[src/hw/acr_pkg.sv]
// Package with register map, field layout and reset values for the channel trim slice
`default_nettype none
package acr_pkg;
   // Printed offsets are word indices; byte address is four times the index
   localparam logic [7:0]  IDX_THRESH_LOW        = 8'h08;
   localparam logic [7:0]  IDX_CH0_GAIN_HIGH     = 8'h0C;
   localparam logic [7:0]  IDX_CH0_GAIN_LOW      = 8'h0D;
   localparam logic [7:0]  IDX_CH1_CONFIG        = 8'h0E;
   localparam logic [7:0]  IDX_CH1_OFFSET_HIGH   = 8'h0F;
   localparam logic [7:0]  IDX_CH1_OFFSET_LOW    = 8'h10;
   localparam int          ADDR_W                = 8;

   // Field positions
   localparam int          PHASE_LSB             = 6;
   localparam int          PHASE_MSB             = 15;
   localparam int          BYPASS_BIT            = 2;
   localparam int          SEL_LSB               = 0;
   localparam int          SEL_MSB               = 1;
   localparam int          LOW_BYTE_LSB          = 8;
   localparam int          LOW_BYTE_MSB          = 15;
   localparam int          GLOBAL_DC_LSB         = 0;
   localparam int          GLOBAL_DC_MSB         = 3;

   // Writable-bit masks
   localparam logic [15:0] MASK_FULL             = 16'hFFFF;
   localparam logic [15:0] MASK_LOW_BYTE         = 16'hFF00;
   localparam logic [15:0] MASK_CONFIG           = 16'hFFC7;
   localparam logic [15:0] MASK_THRESH_LOW       = 16'hFF0F;

   // Reset values
   localparam logic [15:0] RST_GAIN_HIGH         = 16'h8000;
   localparam logic [15:0] RST_ZERO              = 16'h0000;

   // Input selector codes
   typedef enum logic [1:0] {
      ACR_SEL_NORMAL  = 2'h0,
      ACR_SEL_SHORTED = 2'h1,
      ACR_SEL_POS_DC  = 2'h2,
      ACR_SEL_NEG_DC  = 2'h3
   } acr_sel_t;

   // AXI response codes
   localparam logic [1:0]  RESP_OKAY             = 2'h0;
   localparam logic [1:0]  RESP_SLVERR           = 2'h2;
endpackage : acr_pkg
`default_nettype wire

[src/hw/acr_trim_reg.sv]
// One 16-bit trim register with write mask and byte strobes
`default_nettype none
module acr_trim_reg
   import acr_pkg::*;
#(
   parameter logic [15:0] RESET_VALUE = 16'h0000,
   parameter logic [15:0] WRITE_MASK  = 16'hFFFF
) (
   input  wire logic        mclk,
   input  wire logic        reset,
   input  wire logic        clk_en,
   input  wire logic        wr_en,
   input  wire logic [1:0]  wr_strb,
   input  wire logic [15:0] wr_data,
   output logic      [15:0] value
);
   logic [15:0] value_reg;
   logic [15:0] lane_mask;

   assign lane_mask = {{8{wr_strb[1]}}, {8{wr_strb[0]}}} & WRITE_MASK;
   assign value     = value_reg;

   always_ff @(posedge mclk) begin
      if (reset) begin
         value_reg <= RESET_VALUE;
      end else if (clk_en && wr_en) begin
         // Reserved bits stay zero
         value_reg <= (value_reg & ~lane_mask) | (wr_data & lane_mask);
      end
   end
endmodule : acr_trim_reg
`default_nettype wire

[src/hw/acr_input_decode.sv]
// Decoder of the input selector and effective DC filter enable for one channel
`default_nettype none
module acr_input_decode
   import acr_pkg::*;
(
   input  wire logic [1:0] select,
   input  wire logic       bypass,
   input  wire logic [3:0] global_setting,
   output logic            use_own_pair,
   output logic            inputs_shorted,
   output logic            test_positive,
   output logic            test_negative,
   output logic            dc_filter_active
);
   always_comb begin
      use_own_pair   = 1'b0;
      inputs_shorted = 1'b0;
      test_positive  = 1'b0;
      test_negative  = 1'b0;
      unique case (acr_sel_t'(select))
         ACR_SEL_NORMAL:  use_own_pair   = 1'b1;
         ACR_SEL_SHORTED: inputs_shorted = 1'b1;
         ACR_SEL_POS_DC:  test_positive  = 1'b1;
         ACR_SEL_NEG_DC:  test_negative  = 1'b1;
      endcase
   end

   // Zero global setting means filter off; bypass forces it off
   assign dc_filter_active = !bypass && (global_setting != 4'h0);
endmodule : acr_input_decode
`default_nettype wire

[src/hw/acr_regs.sv]
// AXI4-Lite register slice for channel 0 gain trim and channel 1 config and offset trim
// Function
// RULE1 - Gain trim is 24 bits: high word bits 23:8, low word upper byte bits 7:0.
// RULE2 - Gain trim is unsigned, spanning gain zero to just under two.
// RULE3 - Offset trim is 24-bit two's complement, split high word and low upper byte.
// RULE4 - Phase delay is 10-bit signed in config bits 15:6.
// RULE5 - Config bit 2 set disables DC filter for this channel; clear follows global.
// RULE6 - Selector bits 1:0: own pair, shorted, positive test, negative test.
// RULE7 - Word addresses 0Dh gain low, 0Eh config, 0Fh offset high, 10h offset low.
// RULE8 - Config and both offset registers reset to zero.
// RULE9 - Global DC filter setting is bits 3:0 of threshold low register.
// RULE10 - Gain high register resets to 8000h, unity gain.
// RULE11 - Reserved bits ignore writes and read as zero.
`default_nettype none
module acr_regs
   import acr_pkg::*;
(
   input  wire logic        mclk,
   input  wire logic        reset,
   input  wire logic        clk_en,
   input  wire logic [31:0] s_axi_awaddr,
   input  wire logic        s_axi_awvalid,
   output logic             s_axi_awready,
   input  wire logic [31:0] s_axi_wdata,
   input  wire logic [3:0]  s_axi_wstrb,
   input  wire logic        s_axi_wvalid,
   output logic             s_axi_wready,
   output logic [1:0]       s_axi_bresp,
   output logic             s_axi_bvalid,
   input  wire logic        s_axi_bready,
   input  wire logic [31:0] s_axi_araddr,
   input  wire logic        s_axi_arvalid,
   output logic             s_axi_arready,
   output logic [31:0]      s_axi_rdata,
   output logic [1:0]       s_axi_rresp,
   output logic             s_axi_rvalid,
   input  wire logic        s_axi_rready,
   output logic [23:0]      ch_zero_gain_trim,
   output logic             ch_zero_gain_unity,
   output logic [23:0]      ch_one_offset_trim,
   output logic [9:0]       ch_one_phase_delay,
   output logic             ch_one_dc_filter_bypass,
   output logic [1:0]       ch_one_input_select,
   output logic [3:0]       global_dc_filter_setting,
   output logic             ch_one_use_own_pair,
   output logic             ch_one_inputs_shorted,
   output logic             ch_one_test_positive,
   output logic             ch_one_test_negative,
   output logic             ch_one_dc_filter_active
);
   ////////////////////////////////////////////////////////////////////////////////
   // Word index decode
   function automatic logic [5:0] sel_of(input logic [31:0] addr);
      logic [ADDR_W-1:0] idx;
      idx = addr[ADDR_W+1:2];
      sel_of = '0;
      if (addr[31:ADDR_W+2] == '0) begin
         sel_of[0] = (idx == IDX_THRESH_LOW);
         sel_of[1] = (idx == IDX_CH0_GAIN_HIGH);
         sel_of[2] = (idx == IDX_CH0_GAIN_LOW);      // [RULE7]
         sel_of[3] = (idx == IDX_CH1_CONFIG);        // [RULE7]
         sel_of[4] = (idx == IDX_CH1_OFFSET_HIGH);   // [RULE7]
         sel_of[5] = (idx == IDX_CH1_OFFSET_LOW);    // [RULE7]
      end
   endfunction : sel_of

   ////////////////////////////////////////////////////////////////////////////////
   // Write channel
   logic        aw_held_reg;
   logic [31:0] aw_addr_reg;
   logic        w_held_reg;
   logic [31:0] w_data_reg;
   logic [3:0]  w_strb_reg;
   logic        bvalid_reg;
   logic [1:0]  bresp_reg;
   logic        do_write;
   logic [5:0]  wsel;

   // Ready only while state can move, so no request is taken and then lost
   assign s_axi_awready = clk_en && !aw_held_reg && !bvalid_reg;
   assign s_axi_wready  = clk_en && !w_held_reg && !bvalid_reg;
   assign s_axi_bvalid  = bvalid_reg;
   assign s_axi_bresp   = bresp_reg;
   assign do_write      = clk_en && aw_held_reg && w_held_reg && !bvalid_reg;
   assign wsel          = sel_of(aw_addr_reg);

   always_ff @(posedge mclk) begin
      if (reset) begin
         aw_held_reg <= 1'b0;
         aw_addr_reg <= 32'h0000_0000;
      end else if (clk_en) begin
         if (s_axi_awvalid && s_axi_awready) begin
            aw_held_reg <= 1'b1;
            aw_addr_reg <= s_axi_awaddr;
         end else if (do_write) begin
            aw_held_reg <= 1'b0;
         end
      end
   end

   always_ff @(posedge mclk) begin
      if (reset) begin
         w_held_reg <= 1'b0;
         w_data_reg <= 32'h0000_0000;
         w_strb_reg <= 4'h0;
      end else if (clk_en) begin
         if (s_axi_wvalid && s_axi_wready) begin
            w_held_reg <= 1'b1;
            w_data_reg <= s_axi_wdata;
            w_strb_reg <= s_axi_wstrb;
         end else if (do_write) begin
            w_held_reg <= 1'b0;
         end
      end
   end

   always_ff @(posedge mclk) begin
      if (reset) begin
         bvalid_reg <= 1'b0;
         bresp_reg  <= RESP_OKAY;
      end else if (clk_en) begin
         if (do_write) begin
            bvalid_reg <= 1'b1;
            bresp_reg  <= (wsel != '0) ? RESP_OKAY : RESP_SLVERR;
         end else if (s_axi_bready) begin
            bvalid_reg <= 1'b0;
         end
      end
   end

   ////////////////////////////////////////////////////////////////////////////////
   // Register storage
   logic [15:0] thresh_low;
   logic [15:0] chan0_gain_trim_high;
   logic [15:0] chan0_gain_trim_low;
   logic [15:0] chan1_config;
   logic [15:0] chan1_offset_trim_high;
   logic [15:0] chan1_offset_trim_low;

   acr_trim_reg #(.RESET_VALUE(RST_ZERO), .WRITE_MASK(MASK_THRESH_LOW)) u_thresh_low ( // [RULE9]
      .mclk    (mclk),
      .reset   (reset),
      .clk_en  (clk_en),
      .wr_en   (do_write && wsel[0]),
      .wr_strb (w_strb_reg[1:0]),
      .wr_data (w_data_reg[15:0]),
      .value   (thresh_low)
   );

   acr_trim_reg #(.RESET_VALUE(RST_GAIN_HIGH), .WRITE_MASK(MASK_FULL)) u_gain_high ( // [RULE10]
      .mclk    (mclk),
      .reset   (reset),
      .clk_en  (clk_en),
      .wr_en   (do_write && wsel[1]),
      .wr_strb (w_strb_reg[1:0]),
      .wr_data (w_data_reg[15:0]),
      .value   (chan0_gain_trim_high)
   );

   acr_trim_reg #(.RESET_VALUE(RST_ZERO), .WRITE_MASK(MASK_LOW_BYTE)) u_gain_low ( // [RULE11]
      .mclk    (mclk),
      .reset   (reset),
      .clk_en  (clk_en),
      .wr_en   (do_write && wsel[2]),
      .wr_strb (w_strb_reg[1:0]),
      .wr_data (w_data_reg[15:0]),
      .value   (chan0_gain_trim_low)
   );

   acr_trim_reg #(.RESET_VALUE(RST_ZERO), .WRITE_MASK(MASK_CONFIG)) u_ch1_config ( // [RULE8] [RULE11]
      .mclk    (mclk),
      .reset   (reset),
      .clk_en  (clk_en),
      .wr_en   (do_write && wsel[3]),
      .wr_strb (w_strb_reg[1:0]),
      .wr_data (w_data_reg[15:0]),
      .value   (chan1_config)
   );

   acr_trim_reg #(.RESET_VALUE(RST_ZERO), .WRITE_MASK(MASK_FULL)) u_ofs_high ( // [RULE8]
      .mclk    (mclk),
      .reset   (reset),
      .clk_en  (clk_en),
      .wr_en   (do_write && wsel[4]),
      .wr_strb (w_strb_reg[1:0]),
      .wr_data (w_data_reg[15:0]),
      .value   (chan1_offset_trim_high)
   );

   acr_trim_reg #(.RESET_VALUE(RST_ZERO), .WRITE_MASK(MASK_LOW_BYTE)) u_ofs_low ( // [RULE8] [RULE11]
      .mclk    (mclk),
      .reset   (reset),
      .clk_en  (clk_en),
      .wr_en   (do_write && wsel[5]),
      .wr_strb (w_strb_reg[1:0]),
      .wr_data (w_data_reg[15:0]),
      .value   (chan1_offset_trim_low)
   );

   ////////////////////////////////////////////////////////////////////////////////
   // Field outputs
   assign ch_zero_gain_trim  = {chan0_gain_trim_high,
                                chan0_gain_trim_low[LOW_BYTE_MSB:LOW_BYTE_LSB]}; // [RULE1]
   // Unsigned: 800000h is unity, FFFFFFh just under two
   assign ch_zero_gain_unity = (ch_zero_gain_trim == {RST_GAIN_HIGH, 8'h00}); // [RULE2]
   assign ch_one_offset_trim = {chan1_offset_trim_high,
                                chan1_offset_trim_low[LOW_BYTE_MSB:LOW_BYTE_LSB]}; // [RULE3]
   assign ch_one_phase_delay      = chan1_config[PHASE_MSB:PHASE_LSB];   // [RULE4]
   assign ch_one_dc_filter_bypass = chan1_config[BYPASS_BIT];            // [RULE5]
   assign ch_one_input_select     = chan1_config[SEL_MSB:SEL_LSB];       // [RULE6]
   assign global_dc_filter_setting = thresh_low[GLOBAL_DC_MSB:GLOBAL_DC_LSB]; // [RULE9]

   acr_input_decode u_decode ( // [RULE5] [RULE6]
      .select           (ch_one_input_select),
      .bypass           (ch_one_dc_filter_bypass),
      .global_setting   (global_dc_filter_setting),
      .use_own_pair     (ch_one_use_own_pair),
      .inputs_shorted   (ch_one_inputs_shorted),
      .test_positive    (ch_one_test_positive),
      .test_negative    (ch_one_test_negative),
      .dc_filter_active (ch_one_dc_filter_active)
   );

   ////////////////////////////////////////////////////////////////////////////////
   // Read channel
   logic        rvalid_reg;
   logic [31:0] rdata_reg;
   logic [1:0]  rresp_reg;
   logic [5:0]  rsel;
   logic [15:0] rword;

   assign s_axi_arready = clk_en && !rvalid_reg;
   assign s_axi_rvalid  = rvalid_reg;
   assign s_axi_rdata   = rdata_reg;
   assign s_axi_rresp   = rresp_reg;
   assign rsel          = sel_of(s_axi_araddr);

   always_comb begin
      rword = 16'h0000;
      if (rsel[0]) rword = thresh_low;
      if (rsel[1]) rword = chan0_gain_trim_high;
      if (rsel[2]) rword = chan0_gain_trim_low;
      if (rsel[3]) rword = chan1_config;
      if (rsel[4]) rword = chan1_offset_trim_high;
      if (rsel[5]) rword = chan1_offset_trim_low;
   end

   always_ff @(posedge mclk) begin
      if (reset) begin
         rvalid_reg <= 1'b0;
         rdata_reg  <= 32'h0000_0000;
         rresp_reg  <= RESP_OKAY;
      end else if (clk_en) begin
         if (s_axi_arvalid && s_axi_arready) begin
            rvalid_reg <= 1'b1;
            rdata_reg  <= {16'h0000, rword}; // [RULE11]
            rresp_reg  <= (rsel != '0) ? RESP_OKAY : RESP_SLVERR;
         end else if (s_axi_rready) begin
            rvalid_reg <= 1'b0;
         end
      end
   end
endmodule : acr_regs
`default_nettype wire

[config.mk]
export PLATFORM = sky130hd
export DESIGN_NAME = acr_regs
export DESIGN_NICKNAME = d
export VERILOG_FILES = /design/src/hw/acr_pkg.sv /design/src/hw/acr_trim_reg.sv /design/src/hw/acr_input_decode.sv /design/src/hw/acr_regs.sv
export SDC_FILE = /design/constraint.sdc
export NUM_CORES = 1
export LEC_CHECK = 0
export BUFFER_PORTS_ARGS = -buffer_cell sky130_fd_sc_hd__clkbuf_2
export CAP_MARGIN = 10
export CORE_MARGIN = 4
export CORE_UTILIZATION = 45
export DETAILED_ROUTE_END_ITERATION = 7
export MAX_ROUTING_LAYER = met4
export PLACE_DENSITY = 0.78
export SYNTH_ARGS = -nofsm -noshare
export SYNTH_HDL_FRONTEND = slang
export SYNTH_HIERARCHICAL = 1
export SYNTH_SLANG_ARGS = --single-unit
[constraint.sdc]
create_clock -name mclk -period 2.45 [get_ports mclk]
set_clock_uncertainty 0.05 [all_clocks]
set_input_delay 0.1225 -clock mclk [delete_from_list [all_inputs] [get_ports mclk]]
set_output_delay 0.1225 -clock mclk [all_outputs]
set_load 0.005 [all_outputs]
## Yosys cells after proc, flatten, opt, wreduce, memory -nomap -nowiden

Index checks and enable logic that the tools add are counted.

| cells by class | value |
|---|---|
| add/sub/neg operators | 0 |
| multiply operators | 0 |
| div/mod/pow operators | 0 |
| order comparisons | 0 |
| equality and inequality tests | 16 |
| shift operators | 0 |
| muxes and demuxes | 21 |
| bitwise logic cells | 20 |
| reduce and logical (&&, ||, !) cells | 47 |

Operators with widths:

| cell | number |
|---|---|
| $and 16x16->16 | 10 |
| $mux 16 | 6 |
| $or 16x16->16 | 6 |
| $eq 8x4->1 const B | 10 |
| $not 16->16 | 4 |
| $logic_not 22->1 | 2 |
| $eq 24x24->1 const B | 1 |
| $logic_and 1x1->1 | 24 |
| $eq 8x5->1 const B | 2 |
| $reduce_and 2->1 | 8 |
| $mux 6 | 2 |
| $reduce_bool 6->1 | 2 |
| $mux 1 | 11 |
| $reduce_bool 2->1 | 4 |
| $logic_not 1->1 | 5 |
| $eq 2x2->1 const B | 2 |
| $mux 2 | 2 |
| $reduce_bool 4->1 | 1 |
| $eq 2x1->1 const B | 1 |
| $logic_not 2->1 | 1 |

| storage, ports and cells | value |
|---|---|
| bits in registers | 170 |
| bits in latches | 0 |
| memory bits (writable) | 0 |
| ROM bits | 0 |
| input port bits | 108 |
| word-level logic and storage cells | 120 |
| memories kept | 0 |

## Longest topological paths before layout

| depth | value |
|---|---|
| depth after elaboration | 8 |
| depth in mapped cells | 8 |
| depth with buffers taken out | 7 |

## Hierarchy

The synthesis kept the hierarchy.

Modules (own cells, without submodules):

| module | instances | cells an instance | area an instance (µm²) | seq. area each (µm²) |
|---|---|---|---|---|
| acr_regs | 1 | 513 | 3764.9 | 1401.3 |
| acr_trim_reg at u_gain_low ... | 2 | 44 | 431.7 | 160.2 |
| acr_trim_reg at u_ofs_high | 1 | 71 | 726.9 | 320.3 |
| acr_trim_reg at u_gain_high | 1 | 71 | 723.2 | 320.3 |
| acr_trim_reg at u_ch1_config | 1 | 62 | 636.9 | 260.2 |
| acr_trim_reg at u_thresh_low | 1 | 59 | 589.3 | 240.2 |
| acr_input_decode | 1 | 6 | 32.5 | 0.0 |

## Least setup slack after synthesis

No wires, ideal clock.

| timing | value |
|---|---|
| path kind | reg-to-reg |
| start point | register bvalid_reg, in the netlist s_axi_bvalid |
| end point | register with a tool-made name |
| setup time | 0.072 ns |
| arrival time | 1.998 ns |
| data required time | 2.328 ns |
| path slack | 0.330 ns |
| stages on the path, launching flop included | 9 |
| buffers on the path | 1 |
| period minus slack after synthesis | 2.120 ns |
| cell sequence | dfxtp_1 -> nand4b_1 -> or4_1 -> nor3_1 -> and3_1 -> and3b_1 -> and3_4 -> buf_6 -> mux2i_1 |

RTL lines:

| item | line | source |
|---|---|---|
| start, declared | acr_regs.sv:74 | `logic bvalid_reg;` |
| start signal, assigned | acr_regs.sv:119 | `bvalid_reg <= 1'b0;` |
| start signal, assigned | acr_regs.sv:123 | `bvalid_reg <= 1'b1;` |
| start signal, assigned | acr_regs.sv:126 | `bvalid_reg <= 1'b0;` |

==> impl_metrics.env <==
export IMPL_post_drt_wl_per_cell_um=15.9
export IMPL_dp_hpwl_um=14300
export IMPL_relSlewSlack_pct=14.2
export IMPL_status="finished, final reports clean"
export IMPL_ir_worst_vdd_uv=469
export IMPL_synth_cells=870
export IMPL_critPathSlowestCell="or4_1"
export IMPL_initial_core_util_pct=46.0
export IMPL_syn_cell_area_um2=7340
export IMPL_cp_top_family="simple AND/OR/NAND/NOR gates"
export IMPL_reg2reg_depth=8
export IMPL_wl_um=20700
export IMPL_synth_area_leaders="dfxtp_1 (39%), nand2b_1 (15%), mux2i_1 (10%)"
export IMPL_clkTransAtPathRegs_ns=0.06
export IMPL_hp_class="in2reg"
export IMPL_drv_cap=0
export IMPL_clockBufferDepth=2
export IMPL_min_to="s_axi_bvalid"
export IMPL_core_area_um2=15900
export IMPL_r2r_slack_ns=0.15
export IMPL_top_level_ports=220
export IMPL_whs_ns=0.0973
export IMPL_hold_start="clk_en"
export IMPL_seq_area_frac_synth_pct=39.0
export IMPL_vias_per_cell=5.13
export IMPL_fill_cells=1401
export IMPL_clk_latency_ns=0.42
export IMPL_crit_buf_inv=1
export IMPL_io_buffers=179
export IMPL_cp_common_cell="and3_1"
export IMPL_diodes=0
export IMPL_multi_input_area_um2=3980
export IMPL_ant_nets=0
export IMPL_register_area_um2=2860
export IMPL_first_pass_iters=5
export IMPL_drt_iter0_markers=542
export IMPL_netlist_area_leader_share_pct=39.0
export IMPL_grt_remaining_overflow=0
export IMPL_cts_tree="done"
export IMPL_track_usage_pct=22.7
export IMPL_dieArea_um2=18400
export IMPL_layoutNonFillerInstCount=1303
export IMPL_rows=46
export IMPL_start_kind="flip-flop"
export IMPL_grt_max_degree=83
export IMPL_synth_edf_count=0
export IMPL_fin_setup_tns_ns=0
export IMPL_cts_root_buf="clkbuf_16"
export IMPL_drc=0
export IMPL_vias=6681
export IMPL_dp_cells=1221
export IMPL_power_leakage_nw=3.64
export IMPL_arrival_ns=2.60
export IMPL_crit_chain="nand4b_1, or4_1, nor3_2, and3_1, and3_1, and3_1, buf_12, mux2i_1"
export IMPL_clock_sinks=143
export IMPL_period_share_pct=93.9
export IMPL_cp_required_ns=2.75
export IMPL_crit_path_end_kind="flip-flop"
export IMPL_fin_crit_ns=2.30
export IMPL_die_h_um=136
export IMPL_numCtsBuffers=17
export IMPL_ys_warn_count=6
export IMPL_gp_congestion=0.841
export IMPL_path_class="reg2reg"
export IMPL_slew_viol_final=0
export IMPL_setup_viol=0
export IMPL_synth_seq_cells=143
export IMPL_grt_pass1_vias=6336
export IMPL_cp_max_fo=8
export IMPL_antenna_found_initial=0
export IMPL_postSynthAreaPerCell_um2=8.43
export IMPL_power_density_nw_per_um2=608
export IMPL_syn_to_final_growth_pct=27.4
export IMPL_max_freq_mhz=434
export IMPL_grt_pass1_wl_um=32300
export IMPL_whs_path_depth=4
export IMPL_htree_levels=4
export IMPL_r2r_start="s_axi_bvalid"
export IMPL_hold_violations=0
export IMPL_async_reset_ff_share_pct=0
export IMPL_worst_pin_slew_ns=1.28
export IMPL_final_net_count=1182
export IMPL_synth_top_area_cell="dfxtp_1"
export IMPL_synth_top_flop_cell="dfxtp_1"
export IMPL_critPathMaxStageDelay_ns=0.43
export IMPL_rsz0062_at_grt="no"
export IMPL_die_w_um=136
export IMPL_synth_distinct_cells=41
export IMPL_drive_above_1_share_pct=22.3
## cells in the mapped netlist (3+ instances only)
cell type and n:
o21ai_1 10, nand2_1 108, buf_6 14, a21oi_1 84
nand2b_1 178, buf_4 41, nor3_1 4, and2_1 4
conb_1 5, clkbuf_1 35, a32oi_1 16, dfxtp_1 143
nand4_1 3, nor2b_1 6, o21ai_0 24, buf_2 7
nor4_1 16, and3_1 10, a22oi_1 16, mux2i_1 73
a22o_1 16, nor2_1 32
## power breakdown
group	total (mW)	switching, mW	internal [mW]
Clock	2.81	1.05	1.75
Sequential	2.41	0.0457	2.37
Combinational	0.464	0.237	0.227
Total	5.68	1.34	4.35
## how the worst max path moves through the flow
stage,from,endpoint,cells past startpoint
floorplan,s_axi_bvalid,flip-flop,8
global placement,s_axi_bvalid,flip-flop,7
detailed placement,s_axi_bvalid,flip-flop,8
CTS,s_axi_bvalid,flip-flop,8
global route,s_axi_bvalid,flip-flop,8
finish,s_axi_bvalid,flip-flop,8
## cells in the final DEF (no fill, tap or decap), types with 5 or more instances in the layout
master,count
nand2b_1,178
clkbuf_2,178
dfxtp_1,143
nand2_1,108
a21oi_1,84
mux2i_1,73
dlygate4sd3_1,50
conb_1,41
nor2_1,32
o21ai_0,24
buf_4,19
clkbuf_16,17
nor4_1,16
a22oi_1,16
a22o_1,16
a32oi_1,16
o21ai_1,10
and3_1,9
nor2b_1,5
## worst min-delay path: stages
cell,delay (ns)
clkbuf_2,0.10
nand4b_1,0.11
buf_4,0.13
a21oi_1,0.05
## metrics by stage
stage	power (mW)	utilization, %	area (um2)	setup WS, ns
after floorplan	2.74	-	7470	0.330
after global placement	2.84	51.4	8190	0.108
after detailed placement	2.85	51.4	8190	0.0367
after CTS	5.71	58.6	9340	0.00983
after global routing	5.88	58.6	9350	0.0293
final	5.68	58.6	9350	0.148
## logic make-up after synthesis
logic type,share of synthesized area (%)
simple gates,28.0
buf+inv,8.90
flops,39.0
compound gates,13.9
mux,9.96
other cells,0.256
## final cells by class
| type | count | share of cell area (%) |
|---|---|---|
| multi-input cells | 661 | 42.5 |
| well taps | 216 | 2.89 |
| inverters | 1 | 0.0401 |
| repair buffers | 250 | 17.1 |
| clock inverters | 14 | 2.18 |
| flip-flops and latches | 143 | 30.6 |
| clock buffers | 18 | 4.70 |
## routing by layer
layer / part of all wire, % / routed length (um) / up-vias / global-route usage, %
li1: - / - / 3295 / -
met1: 42 / 8780 / 3074 / 29.0
met2: 48 / 9920 / 282 / 36.7
met3: 8.1 / 1670 / 30 / 4.83
met4: 1.5 / 303 / 0 / 6.22
met5: 0 / 0 / - / -
## what timing repair did
item,4_1_cts,5_1_grt
resized for setup,0,3
buffers inserted,0,0
hold endpoints to repair,50,0
setup endpoints to repair,0,56
hold buffers,50,0
No activity file was read; power rests on OpenSTA's default activity.
